==> src/tmss_defines.vh <==
`ifndef TMSS_DEFINES_VH
`define TMSS_DEFINES_VH

// ----------------------------------------
// Register pointers, read side
// ----------------------------------------
`define TMSS_RD_LOCAL 8'h00
`define TMSS_RD_REMOTE 8'h01
`define TMSS_RD_STATUS 8'h02
`define TMSS_RD_CONFIG 8'h03
`define TMSS_RD_RATE 8'h04
`define TMSS_RD_LHIGH 8'h05
`define TMSS_RD_LLOW 8'h06
`define TMSS_RD_RHIGH 8'h07
`define TMSS_RD_RLOW 8'h08
`define TMSS_RD_MFR_ID 8'hfe
`define TMSS_RD_DIE_REV 8'hff

// ----------------------------------------
// Register pointers, write side
// ----------------------------------------
`define TMSS_WR_CONFIG 8'h09
`define TMSS_WR_RATE 8'h0a
`define TMSS_WR_LHIGH 8'h0b
`define TMSS_WR_LLOW 8'h0c
`define TMSS_WR_RHIGH 8'h0d
`define TMSS_WR_RLOW 8'h0e
`define TMSS_WR_ONE_SHOT 8'h0f

// ----------------------------------------
// Reset values
// ----------------------------------------
`define TMSS_RST_VALUE 8'h00
`define TMSS_RST_CONFIG 8'h00
`define TMSS_RST_RATE 8'h02
`define TMSS_RST_HIGH 8'h7f
`define TMSS_RST_LOW 8'hc9
`define TMSS_RST_PTR 8'h00

// ----------------------------------------
// Bus addresses and field positions
// ----------------------------------------
`define TMSS_ADDR_GND 7'h4c
`define TMSS_ADDR_NC 7'h4d
`define TMSS_ADDR_VDD 7'h4e
`define TMSS_ADDR_ARA 7'h0c
`define TMSS_SEL_GND 2'h0
`define TMSS_SEL_VDD 2'h2
`define TMSS_CFG_MASK_BIT 7
`define TMSS_CFG_STBY_BIT 6
`define TMSS_RATE_BITS 3

`endif

==> src/tmss_limit_cmp.v <==
`timescale 1ns/1ps
module tmss_limit_cmp (
  input wire [7:0] value_i,
  input wire [7:0] high_i,
  input wire [7:0] low_i,
  output wire high_trip_o,
  output wire low_trip_o
);
  // Readings and limits are two's complement degrees
  assign high_trip_o = $signed(value_i) > $signed(high_i);
  assign low_trip_o = $signed(value_i) < $signed(low_i);
endmodule

==> src/tmss_slave.v <==
`timescale 1ns/1ps
`include "tmss_defines.vh"
// What this block does
// - High alarm only when reading exceeds high limit; low alarm only below low limit.
// - Separate writable, readable high and low limits for local and remote channels.
// - One-shot write in standby starts exactly one conversion, then standby resumes.
// - Only the one-shot write access triggers; its data byte is dropped.
// - Select pin gives address 1001100 grounded, 1001101 open, 1001110 to supply.
// - Select pin is caught once after reset; later changes are ignored.
// - START is data falling with clock high; then 7 address bits MSB first, direction.
// - Matching address is acknowledged low before ninth clock; otherwise stay idle.
// - Direction zero means master writes; one means master reads.
// - Nine clocks a byte; data moves with clock low; data rising, clock high is STOP.
// - Transaction is read or write only; writes take one or more bytes, reads go on while the master acknowledges.
// - First write byte loads the pointer; a second byte goes to that register.
// - Reads return the register at the held pointer, kept across transactions.
// - Read and write pointers differ; write pointers return no register data.
// - Open-drain alert pulls low on limit trip or open sensor, else undriven.
// - Alerting device acknowledges alert response address reads, returns own address.
// - Lowest address wins alert response arbitration; loser keeps alert for later.
// - Alert released after answering only if its cause has cleared.
// - Local limits at read 05, 06 and write 0B, 0C; high limit resets 7Fh.
// - Pointer 0F is the write-only one-shot trigger.
// - Configuration bit 7 set masks the alert output; zero enables; resets zero.
// - Status reads leave alert latch alone; only serviced, cleared causes release it.
module tmss_slave #(
  parameter [7:0] MFR_ID = 8'h5a,
  parameter [7:0] DIE_REV = 8'h01
) (
  input wire clock_i,
  input wire rst_i,
  input wire scl_i,
  input wire serial_data_line_i,
  output wire serial_data_line_o,
  output wire serial_data_line_oe_o,
  input wire [1:0] addr_sel_i,
  input wire [7:0] local_temp_i,
  input wire [7:0] remote_temp_i,
  input wire remote_open_i,
  input wire meas_valid_i,
  input wire adc_busy_i,
  output reg conv_start_o,
  output wire standby_o,
  output wire [2:0] conv_rate_o,
  output wire alert_o,
  output wire alert_oe_o
);
  // MFR_ID and DIE_REV defaults are arbitrary values
  localparam [6:0] S_IDLE = 7'h01;
  localparam [6:0] S_ADDR = 7'h02;
  localparam [6:0] S_AACK = 7'h04;
  localparam [6:0] S_RX = 7'h08;
  localparam [6:0] S_WACK = 7'h10;
  localparam [6:0] S_TX = 7'h20;
  localparam [6:0] S_RACK = 7'h40;

  wire scl_lvl;
  wire scl_rise;
  wire scl_fall;
  wire sda_lvl;
  wire sda_rise;
  wire sda_fall;
  wire l_hi_trip;
  wire l_lo_trip;
  wire r_hi_trip;
  wire r_lo_trip;

  reg [6:0] state_reg;
  reg [2:0] bit_cnt_reg;
  reg [7:0] shift_reg;
  reg [7:0] tx_reg;
  reg byte_done_reg;
  reg first_byte_reg;
  reg ara_reg;
  reg lost_reg;
  reg sda_oe_reg;
  reg [7:0] ptr_reg;
  reg [7:0] local_reg;
  reg [7:0] remote_reg;
  reg [7:0] config_reg;
  reg [7:0] rate_reg;
  reg [7:0] lhigh_reg;
  reg [7:0] llow_reg;
  reg [7:0] rhigh_reg;
  reg [7:0] rlow_reg;
  reg [4:0] flags_reg;
  reg open_reg;
  reg alert_reg;
  reg [6:0] dev_addr_reg;
  reg strap_taken_reg;
  reg [7:0] rd_data;
  reg scl_rise_reg;
  reg addr_full_reg;

  // ----------------------------------------
  // Bus sampling
  // ----------------------------------------
  tmss_sync u_scl_sync (
    .clock_i(clock_i),
    .rst_i(rst_i),
    .pin_i(scl_i),
    .level_o(scl_lvl),
    .rise_o(scl_rise),
    .fall_o(scl_fall)
  );
  tmss_sync u_sda_sync (
    .clock_i(clock_i),
    .rst_i(rst_i),
    .pin_i(serial_data_line_i),
    .level_o(sda_lvl),
    .rise_o(sda_rise),
    .fall_o(sda_fall)
  );

  // ----------------------------------------
  // Limit comparisons on the stored readings
  // ----------------------------------------
  tmss_limit_cmp u_local_cmp (
    .value_i(local_reg),
    .high_i(lhigh_reg),
    .low_i(llow_reg),
    .high_trip_o(l_hi_trip),
    .low_trip_o(l_lo_trip)
  );
  tmss_limit_cmp u_remote_cmp (
    .value_i(remote_reg),
    .high_i(rhigh_reg),
    .low_i(rlow_reg),
    .high_trip_o(r_hi_trip),
    .low_trip_o(r_lo_trip)
  );

  wire [4:0] cond_now = {l_hi_trip, l_lo_trip, r_hi_trip, r_lo_trip, open_reg};
  wire start_seen = sda_fall & scl_lvl;
  wire stop_seen = sda_rise & scl_lvl;
  wire alert_pending = alert_reg & ~config_reg[`TMSS_CFG_MASK_BIT];
  wire addr_hit = (shift_reg[7:1] == dev_addr_reg);
  wire ara_hit = (shift_reg[7:1] == `TMSS_ADDR_ARA) & shift_reg[0] & alert_pending;
  wire wr_byte = byte_done_reg & ~first_byte_reg;

  // Selected pin level to bus address
  function [6:0] sel_to_addr;
    input [1:0] sel;
    begin
      case (sel)
        `TMSS_SEL_GND: sel_to_addr = `TMSS_ADDR_GND;
        `TMSS_SEL_VDD: sel_to_addr = `TMSS_ADDR_VDD;
        default: sel_to_addr = `TMSS_ADDR_NC;
      endcase
    end
  endfunction

  // ----------------------------------------
  // Read data select; write pointers read as zero
  // ----------------------------------------
  always @* begin
    case (ptr_reg)
      `TMSS_RD_LOCAL: rd_data = local_reg;
      `TMSS_RD_REMOTE: rd_data = remote_reg;
      `TMSS_RD_STATUS: rd_data = {adc_busy_i, flags_reg, 2'h0};
      `TMSS_RD_CONFIG: rd_data = config_reg;
      `TMSS_RD_RATE: rd_data = rate_reg;
      `TMSS_RD_LHIGH: rd_data = lhigh_reg;
      `TMSS_RD_LLOW: rd_data = llow_reg;
      `TMSS_RD_RHIGH: rd_data = rhigh_reg;
      `TMSS_RD_RLOW: rd_data = rlow_reg;
      `TMSS_RD_MFR_ID: rd_data = MFR_ID;
      `TMSS_RD_DIE_REV: rd_data = DIE_REV;
      default: rd_data = 8'h00;
    endcase
  end

  // ----------------------------------------
  // Address strap, caught once after reset
  // ----------------------------------------
  always @(posedge clock_i) begin
    if (rst_i) begin
      dev_addr_reg <= `TMSS_ADDR_NC;
      strap_taken_reg <= 1'b0;
    end else if (!strap_taken_reg) begin
      dev_addr_reg <= sel_to_addr(addr_sel_i);
      strap_taken_reg <= 1'b1;
    end
  end

  // ----------------------------------------
  // Serial protocol engine
  // ----------------------------------------
  always @(posedge clock_i) begin
    if (rst_i) begin
      state_reg <= S_IDLE;
      bit_cnt_reg <= 3'h0;
      shift_reg <= 8'h00;
      tx_reg <= 8'h00;
      byte_done_reg <= 1'b0;
      first_byte_reg <= 1'b0;
      ara_reg <= 1'b0;
      lost_reg <= 1'b0;
      sda_oe_reg <= 1'b0;
      scl_rise_reg <= 1'b0;
      addr_full_reg <= 1'b0;
    end else begin
      byte_done_reg <= 1'b0;
      scl_rise_reg <= scl_rise; // Bits taken a cycle late, so data that moved with the clock edge has settled
      if (start_seen) begin
        state_reg <= S_ADDR;
        bit_cnt_reg <= 3'h0;
        sda_oe_reg <= 1'b0;
        ara_reg <= 1'b0;
        lost_reg <= 1'b0;
        addr_full_reg <= 1'b0;
      end else if (stop_seen) begin
        state_reg <= S_IDLE;
        sda_oe_reg <= 1'b0;
      end else begin
        case (state_reg)
          S_IDLE: sda_oe_reg <= 1'b0;
          S_ADDR: begin
            if (scl_rise_reg) begin
              shift_reg <= {shift_reg[6:0], sda_lvl};
              bit_cnt_reg <= bit_cnt_reg + 3'h1;
              addr_full_reg <= (bit_cnt_reg == 3'h7);
            end else if (scl_fall && addr_full_reg) begin // The fall that follows START carries no bit
              if (addr_hit || ara_hit) begin
                sda_oe_reg <= 1'b1;
                ara_reg <= ara_hit & ~addr_hit;
                state_reg <= S_AACK;
              end else begin
                state_reg <= S_IDLE;
              end
            end
          end
          S_AACK: begin
            if (scl_fall) begin
              if (shift_reg[0]) begin
                // Alert answer carries the address with a zero direction bit
                tx_reg <= ara_reg ? {dev_addr_reg, 1'b0} : rd_data;
                sda_oe_reg <= ara_reg ? ~dev_addr_reg[6] : ~rd_data[7];
                state_reg <= S_TX;
              end else begin
                sda_oe_reg <= 1'b0;
                first_byte_reg <= 1'b1;
                state_reg <= S_RX;
              end
              bit_cnt_reg <= 3'h0;
            end
          end
          S_RX: begin
            if (scl_rise_reg) begin
              shift_reg <= {shift_reg[6:0], sda_lvl};
              bit_cnt_reg <= bit_cnt_reg + 3'h1;
            end else if (scl_fall && bit_cnt_reg == 3'h0) begin
              sda_oe_reg <= 1'b1;
              byte_done_reg <= 1'b1;
              state_reg <= S_WACK;
            end
          end
          S_WACK: begin
            first_byte_reg <= 1'b0;
            if (scl_fall) begin
              sda_oe_reg <= 1'b0;
              state_reg <= S_RX;
            end
          end
          S_TX: begin
            if (scl_rise_reg) begin
              // Released one seen low means another device won
              if (!sda_oe_reg && !sda_lvl) begin
                lost_reg <= 1'b1;
                state_reg <= S_IDLE;
              end
              bit_cnt_reg <= bit_cnt_reg + 3'h1;
            end else if (scl_fall) begin
              if (bit_cnt_reg == 3'h0) begin
                sda_oe_reg <= 1'b0;
                state_reg <= S_RACK;
              end else begin
                sda_oe_reg <= ~tx_reg[3'h7 - bit_cnt_reg];
              end
            end
          end
          S_RACK: begin
            if (scl_rise_reg) begin
              if (sda_lvl) begin
                state_reg <= S_IDLE;
              end else begin
                tx_reg <= rd_data;
                state_reg <= S_AACK;
              end
              ara_reg <= 1'b0;
            end
          end
          default: begin
            state_reg <= S_IDLE;
            sda_oe_reg <= 1'b0;
          end
        endcase
      end
    end
  end

  // A won answer ends on the ninth clock rise, whatever the master acknowledges
  wire ara_done = (state_reg == S_RACK) & scl_rise_reg & ara_reg & ~lost_reg;
  wire status_read = (state_reg == S_AACK) & scl_fall & shift_reg[0] & ~ara_reg & (ptr_reg == `TMSS_RD_STATUS);
  wire one_shot = wr_byte & (ptr_reg == `TMSS_WR_ONE_SHOT) & standby_o;

  // ----------------------------------------
  // Register file and alarm state
  // ----------------------------------------
  always @(posedge clock_i) begin
    if (rst_i) begin
      ptr_reg <= `TMSS_RST_PTR;
      local_reg <= `TMSS_RST_VALUE;
      remote_reg <= `TMSS_RST_VALUE;
      config_reg <= `TMSS_RST_CONFIG;
      rate_reg <= `TMSS_RST_RATE;
      lhigh_reg <= `TMSS_RST_HIGH;
      llow_reg <= `TMSS_RST_LOW;
      rhigh_reg <= `TMSS_RST_HIGH;
      rlow_reg <= `TMSS_RST_LOW;
      flags_reg <= 5'h00;
      open_reg <= 1'b0;
      alert_reg <= 1'b0;
      conv_start_o <= 1'b0;
    end else begin
      conv_start_o <= one_shot;
      if (byte_done_reg && first_byte_reg) begin
        ptr_reg <= shift_reg;
      end
      if (wr_byte) begin
        case (ptr_reg)
          `TMSS_WR_CONFIG: config_reg <= shift_reg;
          `TMSS_WR_RATE: rate_reg <= shift_reg;
          `TMSS_WR_LHIGH: lhigh_reg <= shift_reg;
          `TMSS_WR_LLOW: llow_reg <= shift_reg;
          `TMSS_WR_RHIGH: rhigh_reg <= shift_reg;
          `TMSS_WR_RLOW: rlow_reg <= shift_reg;
          default: ;
        endcase
      end
      if (meas_valid_i) begin
        local_reg <= local_temp_i;
        remote_reg <= remote_temp_i;
        open_reg <= remote_open_i;
      end
      // Set wins over the read clear; a live cause keeps its flag
      flags_reg <= (status_read ? (flags_reg & cond_now) : flags_reg) | cond_now;
      // Status reads never touch the latch
      if (|flags_reg) begin
        alert_reg <= 1'b1;
      end else if (ara_done && cond_now == 5'h00) begin
        alert_reg <= 1'b0;
      end
    end
  end

  // ----------------------------------------
  // Pins and loose outputs
  // ----------------------------------------
  assign serial_data_line_o = 1'b0;
  assign serial_data_line_oe_o = sda_oe_reg;
  assign alert_o = 1'b0;
  assign alert_oe_o = alert_pending;
  assign standby_o = config_reg[`TMSS_CFG_STBY_BIT];
  assign conv_rate_o = rate_reg[`TMSS_RATE_BITS-1:0];
endmodule

==> src/tmss_sync.v <==
`timescale 1ns/1ps
module tmss_sync (
  input wire clock_i,
  input wire rst_i,
  input wire pin_i,
  output reg level_o,
  output wire rise_o,
  output wire fall_o
);
  reg s1_reg;
  reg s2_reg;
  reg s3_reg;

  // ----------------------------------------
  // Three stages, level moves when the last two agree
  // ----------------------------------------
  always @(posedge clock_i) begin
    if (rst_i) begin
      s1_reg <= 1'b1;
      s2_reg <= 1'b1;
      s3_reg <= 1'b1;
      level_o <= 1'b1;
    end else begin
      s1_reg <= pin_i;
      s2_reg <= s1_reg;
      s3_reg <= s2_reg;
      if (s2_reg == s3_reg) begin
        level_o <= s3_reg;
      end
    end
  end

  assign rise_o = (s2_reg == s3_reg) & s3_reg & ~level_o;
  assign fall_o = (s2_reg == s3_reg) & ~s3_reg & level_o;
endmodule
==> config.mk <==
export PLATFORM = sky130hd
export DESIGN_NAME = tmss_slave
export DESIGN_NICKNAME = d
export VERILOG_FILES = /design/src/tmss_limit_cmp.v /design/src/tmss_slave.v /design/src/tmss_sync.v
export VERILOG_INCLUDE_DIRS = /design/src
export SDC_FILE = /design/constraint.sdc
export NUM_CORES = 1
export LEC_CHECK = 0
export BUFFER_PORTS_ARGS = -buffer_cell sky130_fd_sc_hd__buf_4
export CAP_MARGIN = 10
export CORE_AREA = 2 2 153 155
export CTS_BUF_LIST = sky130_fd_sc_hd__clkbuf_8
export DETAILED_ROUTE_END_ITERATION = 7
export DIE_AREA = 0 0 155 157
export MAX_ROUTING_LAYER = met4
export PLACE_DENSITY = 0.47
export RECOVER_POWER = 25
export SLEW_MARGIN = 20
export SYNTH_ARGS = -nofsm -noshare
export SYNTH_HDL_FRONTEND = slang
export SYNTH_SLANG_ARGS = --single-unit
==> constraint.sdc <==
create_clock -name clock_i -period 2.7 [get_ports clock_i]
set_input_delay 0.135 -clock clock_i [delete_from_list [all_inputs] [get_ports clock_i]]
set_output_delay 0.135 -clock clock_i [all_outputs]
set_load 0.01 [all_outputs]
==> impl_metrics.toml, run 1 <==
[layout]
areaGrowthSynthToFinish_pct = 16.10
multi_input_area_sq_um = 3740
seq_area_sq_um = 2482
instances_no_fill = 1120
drive_above_1_share = 0.1329
antenna_cells = 0
final_core_util = 0.3472
fillers = 2336
nets = 884

[drt]
wl_per_cell_um = 17.94
vias_per_cell = 5.068
ant_nets = 0
drc = 0
drtPass1Iterations = 4
drt_iter0_drc = 327
vias = 5676
totalWireLength_um = 20090

[sta]
fmax_mhz = 428.5
slew_viol_final = 73
fin_skew_ps = 15.67
setup_ws_ps = 366.0
tns_ps = 0
finalCritPeriodShare = 0.8644
fin_crit_ps = 2334
finalHoldViolations = 0
worst_slew_pin_slew_ps = 1641
slew_headroom = -0.09372
setup_viol = 0
rsz0062_at_grt = "no"

[synthesis]
synth_cells = 784
yosys_warnings = 0
synth_area_sq_um = 6730
synth_top_cells_by_area = "dfxtp_1 (37%), mux2i_1 (9.2%), ha_1 (6.9%)"
synth-simple-area-share = 0.2131
synthDistinctLibCells = 68
synth_top_area_frac = 0.3688
synthArstFlopShare = 0
synth-edff-count = 0
synth-compound-area-share = 0.1385
muxShareOfSynthArea = 0.1290
synth_xor_area_frac = 0.005205
yosysTopAreaCell = "dfxtp_1"
synth_seq_cells = 124
synth_ff_type = "dfxtp_1"
synthAdderAreaFrac = 0.06879
synth_top_family_by_area = "simple AND/OR/NAND/NOR gates"
avgSynthCellArea_sq_um = 8.584
synth_seq_area_share = 0.3688

[worst_setup_path]
r2r-end = "tx_reg[3]"
path_buf_inv = 0
r2r_start = "state_reg[5]"
critPathLaunchType = "flop"
r2r_slack_ps = 370
cp_cell_sequence = "nor3_1 > nand4b_1 > o21ai_0 > and3_1 > nor2_1 > a311oi_1"
worstPathArrival_ps = 2660
endpoint_kind = "flop"
cp_top_family = "simple AND/OR/NAND/NOR gates"
critPathSlowestCell = "and3_1"
critPathKind = "flop to flop"
crit_fanout = 13
max_stage_delay_ps = 470
cp.required_ps = 3020
reg2regPathDepth = 6

[placement]
io_buffers = 31
gp_congestion = 0.8497
pre_cts_ws_ps = 437.6
dpl.hpwl_um = 14600
dp_cells = 1066

[clock_tree]
htree_levels = 4
cts-root-buf = "clkbuf_8"
ctsResizeCount = 0
path_clk_slew_ps = 90
cts_tree = "yes"
clk_latency_ps = 460
clock-sinks = 124
cts_buffer_depth = 2
cts_setup_buffers = 0
postCtsHoldBufs = 22
cts_buffers = 17

[global_route]
grt_max_degree = 73
grt_pass1_wl_um = 31470
antenna_found_initial = 0
first_global_vias = 5438
track_usage = 0.1753
grt-ovfl-total = 0

[floorplanning]
core_area_sq_um = 22500
die_h_um = 157
initial_core_util = 0.2991
die_x_um = 155
num_rows = 55
ios = 34
die-area_sq_um = 24340

[worst_hold_path]
min_from = "meas_valid_i"
holdPathEnd = "remote_reg[3]"
min_path_cells = 3
hp-class = "primary input to flop"

[power_and_ir_drop]
p_leak_nw = 3.133
netSwitchingPower_mw = 0.9997
peakVddDrop_mv = 0.2571
sw_frac_of_total = 0.2494
power.share.clock = 0.464
combPwrFrac = 0.061
p_per_area_nw_per_um2 = 512.9
internal-power_mw = 3.008
seqPwrFrac = 0.475

[flow_run]
maxCapViolations = 1

[outcome]
status = "finished, violations left"
violations = "max-capacitance violations, max-slew violations"
## per-layer routing
| layer | track usage | up-vias | wire length [um] | share of wire |
|---|---|---|---|---|
| met3 | 0.02891 | 17 | 761 | 0.038 |
| met1 | 0.2376 | 2696 | 10020 | 0.50 |
| met2 | 0.2711 | 130 | 9019 | 0.45 |
| li1 | - | 2833 | - | - |
| met4 | 0.04806 | 0 | 287 | 0.014 |
| met5 | - | - | 0 | 0 |
## metrics by stage
stage,cell area (sq um),total power [mW],hold slack [ps]
final,7814,4.008,142.2
after detailed placement,7183,2.169,323.5
after global routing,7814,4.149,141.2
after CTS,7845,4.040,123.4
after floorplan,6734,2.070,238.8
after global placement,7183,2.170,322.0
## worst max path at each step
stage / cells past startpoint / slack [ps] / endpoint / from
detailed placement: 6 / 440 / config_reg[7] / ptr_reg[7]
floorplan: 8 / 690 / llow_reg[0] / ptr_reg[7]
global route: 6 / 110 / bit_cnt_reg[1] / state_reg[4]
global placement: 7 / 450 / rate_reg[0] / ptr_reg[7]
CTS: 6 / 390 / tx_reg[3] / state_reg[5]
finish: 6 / 370 / tx_reg[3] / state_reg[5]
## layout by cell type (no fill, tap or decap), types with 5 or more instances in the layout
cell / synthesis / layout
a21oi_1: 43 / 43
a31oi_1: 7 / 7
buf_4: 13 / 46
clkbuf_1: 29 / 7
clkbuf_8: 0 / 18
dfxtp_1: 124 / 124
dlygate4sd3_1: 0 / 22
ha_1: 37 / 37
inv_1: 50 / 51
mux2i_1: 62 / 62
mux4_2: 9 / 9
nand2_1: 80 / 80
nand2b_1: 7 / 7
nand3_1: 36 / 36
nand4_1: 11 / 11
nor2_1: 87 / 87
nor2b_1: 12 / 12
nor3_1: 12 / 12
nor3b_1: 9 / 9
o211ai_1: 20 / 20
o21ai_0: 22 / 22
o22ai_1: 5 / 5
o31ai_1: 5 / 5
or2_2: 7 / 7
## worst min-delay path, delay by kind of cell
family	cells	cell delay, ps
buffers and inverters	1	210
muxes	1	150
and+or+nand+nor	1	70
## kinds of logic (layout without fill, tap and decap cells)
family                   Yosys count  after routing
buffers and inverters            110            160
adder cells (fa/ha/maj)           37             37
other                              1              2
XOR/XNOR                           4              4
flip-flops                       124            124
AO/OA/AOI/OAI                    141            141
multiplexers                      75             75
AND/OR/NAND/NOR                  292            292
## final cells by class
class,instances,share of cell area
inverters,51,0.02450
repair buffers,77,0.07702
well taps,285,0.04564
clock inverters,14,0.02482
flip-flops and latches,124,0.3177
multi-input cells,551,0.4786
clock buffers,18,0.03171
## power groups by stage
stage	Clock [mW]	Combinational (mW)	Sequential, mW
after floorplan	0	0.150	1.92
after global placement	0	0.222	1.95
after detailed placement	0	0.223	1.95
after CTS	1.89	0.248	1.90
after global routing	1.96	0.276	1.91
final	1.86	0.245	1.90
## synth_stat cells, types with 10 or more instances
cell / instances
a21oi_1: 43
buf_2: 10
buf_4: 13
clkbuf_1: 29
dfxtp_1: 124
ha_1: 37
inv_1: 50
mux2i_1: 62
nand2_1: 80
nand3_1: 36
nand4_1: 11
nor2_1: 87
nor2b_1: 12
nor3_1: 12
o211ai_1: 20
o21ai_0: 22
(Power assumes the default switching activity.)
==> run 2, diff against run 1 <==
--- a/config.mk
+++ b/config.mk
@@ -6,14 +6,14 @@
 export SDC_FILE = /design/constraint.sdc
 export NUM_CORES = 1
 export LEC_CHECK = 0
-export BUFFER_PORTS_ARGS = -buffer_cell sky130_fd_sc_hd__buf_4
 export CAP_MARGIN = 10
 export CORE_AREA = 2 2 153 155
 export CTS_BUF_LIST = sky130_fd_sc_hd__clkbuf_8
 export DETAILED_ROUTE_END_ITERATION = 7
 export DIE_AREA = 0 0 155 157
+export DONT_BUFFER_PORTS = 1
 export MAX_ROUTING_LAYER = met4
-export PLACE_DENSITY = 0.47
+export PLACE_DENSITY = 0.45
 export RECOVER_POWER = 25
 export SLEW_MARGIN = 20
 export SYNTH_ARGS = -nofsm -noshare
==> run 2 against run 1 <==
  * Clock power rose by 4%
  * Utilization rose by 0.27 points
  * Final cell count fell by 0.45%
  * Fmax barely moved
  * Largest power group is now the clock network
  * Via count fell by 0.14%
  * Power rose by 1.8%
  * Critical path depth did not move
  * The flow now finishes without violations
  * Count of clock-buffer cells in the layout did not move
  * Largest cell class unchanged
  * Flip-flop and latch count did not move
  * Design area rose by 0.77%
  * Non-clock buffer count fell by 5
  * Sequential share of layout area fell by 0.24 points
==> impl_metrics.toml, run 2 (same netlist as run 1, synthesis figures left out) <==
[outcome]
status = "finished clean"

[floorplanning]
ios = 34
core_area_sq_um = 22500
die_h_um = 157
num_rows = 55
die-area_sq_um = 24340
initial_core_util = 0.2991
die_x_um = 155

[layout]
fillers = 2338
drive_above_1_share = 0.1120
areaGrowthSynthToFinish_pct = 16.99
final_common_cell = "dfxtp_1"
layout_common_cells = "dfxtp_1 (124), nor2_1 (87), nand2_1 (80)"
multi_input_area_sq_um = 3740
seq_area_sq_um = 2482
antenna_cells = 0
final_core_util = 0.3499
nets = 879

[global_route]
grt-ovfl-total = 0
grt_max_degree = 80
first_global_vias = 5411
track_usage = 0.1832
grt_pass1_wl_um = 32670
antenna_found_initial = 0

[sta]
finalCritPeriodShare = 0.8646
tns_ps = 0
fin_skew_ps = 21.86
timing.hold.ws_ps = 68.24
worst_slew_pin_slew_ps = 1347
fin_crit_ps = 2334
rsz0062_at_grt = "no"
finalHoldViolations = 0
fmax_mhz = 428.4
slew_viol_final = 0
setup_viol = 0
slew_headroom = 0.1021

[clock_tree]
clk_latency_ps = 460
cts_buffer_depth = 2
cts_buffers = 17
ctsResizeCount = 0
path_clk_slew_ps = 80
clock-sinks = 124
cts-root-buf = "clkbuf_8"
cts_tree = "yes"
htree_levels = 4

[power_and_ir_drop]
combPwrFrac = 0.060
sw_frac_of_total = 0.2562
netSwitchingPower_mw = 1.045
p_per_area_nw_per_um2 = 517.9
p_leak_nw = 3.115
power.share.clock = 0.473
internal-power_mw = 3.033
peakVddDrop_mv = 0.3251
seqPwrFrac = 0.467

[placement]
io_buffers = 0
gp_congestion = 0.8589
dpl.hpwl_um = 15030

[drt]
totalWireLength_um = 20870
drtPass1Iterations = 4
wl_per_cell_um = 18.72
drt_iter0_drc = 414
vias_per_cell = 5.083
drc = 0
ant_nets = 0
vias = 5668

[worst_hold_path]
hp-class = "primary input to flop"

[worst_setup_path]
critPathKind = "flop to flop"
critPathLaunchType = "flop"
endpoint_kind = "flop"
r2r_slack_ps = 370
crit_fanout = 12
cp.required_ps = 2950
worstPathArrival_ps = 2590

[flow_run]
maxCapViolations = 0
run 2: cell types whose count changed in the layout (fill, tap and decap cells not counted):
cell and change:
buf_16 +1, dlygate4sd3_1 +18, clkbuf_1 -4, clkinv_2 -1, clkinv_4 +1, clkbuf_2 -2
inv_1 -1, clkinvlp_4 -3, inv_6 +4, buf_4 -18
run 2: worst paths after layout:
check,start,cells past startpoint,endpoint
max,ptr_reg[7],6,lhigh_reg[1]
min reg2reg,u_scl_sync.s1_reg,1,u_scl_sync.s2_reg
min,rst_i,2,shift_reg[4]
max reg2reg,ptr_reg[7],6,lhigh_reg[1]
run 2: repair_timing:
action	4_1_cts	5_1_grt
buffers inserted	0	0
hold buffers	41	0
endpoints found under the hold margin	79	0
endpoints found under the setup margin	0	0
run 2: per-layer routing:
| layer | routed length [um] | vias up | share of wire | global-route usage |
|---|---|---|---|---|
| met5 | 0 | - | 0 | - |
| met4 | 194 | 0 | 0.0093 | 0.04277 |
| met3 | 828 | 11 | 0.040 | 0.03579 |
| met2 | 9553 | 128 | 0.46 | 0.2819 |
| met1 | 10290 | 2700 | 0.49 | 0.2487 |
| li1 | - | 2829 | - | - |
run 2: through the flow:
step | std cells | total power, mW | setup slack (ps) | cell area, sq um
detailed placement | 1042 | 2.111 | 448.9 | 7003
global placement | 1042 | 2.112 | 463.3 | 7003
CTS | 1115 | 4.117 | 402.3 | 7885
finish | 1115 | 4.078 | 365.5 | 7874
floorplan | 785 | 2.070 | 685.9 | 6734
global route | 1115 | 4.249 | 187.0 | 7874
run 2: critical path: stages (launching register included):
cell	delay [ps]
dfxtp_1	340
or4_1	680
nor3b_4	260
and2b_1	260
and3_1	280
buf_4	210
o211ai_1	100
run 2: area by class of cell:
| class | instances | share of cell area |
|---|---|---|
| timing repair buffer | 72 | 0.08247 |
| sequential | 124 | 0.3153 |
| inverter | 51 | 0.02431 |
| multi-input combinational | 551 | 0.4750 |
| clock buffer | 18 | 0.03146 |
| clock inverter | 14 | 0.02622 |
| tap | 285 | 0.04529 |
run 2: power groups by stage:
stage	Combinational, mW	Clock, mW	Sequential (mW)
after global routing	0.272	2.07	1.91
after CTS	0.246	1.97	1.90
after floorplan	0.150	0	1.92
after detailed placement	0.164	0	1.95
final	0.245	1.93	1.90
after global placement	0.165	0	1.95
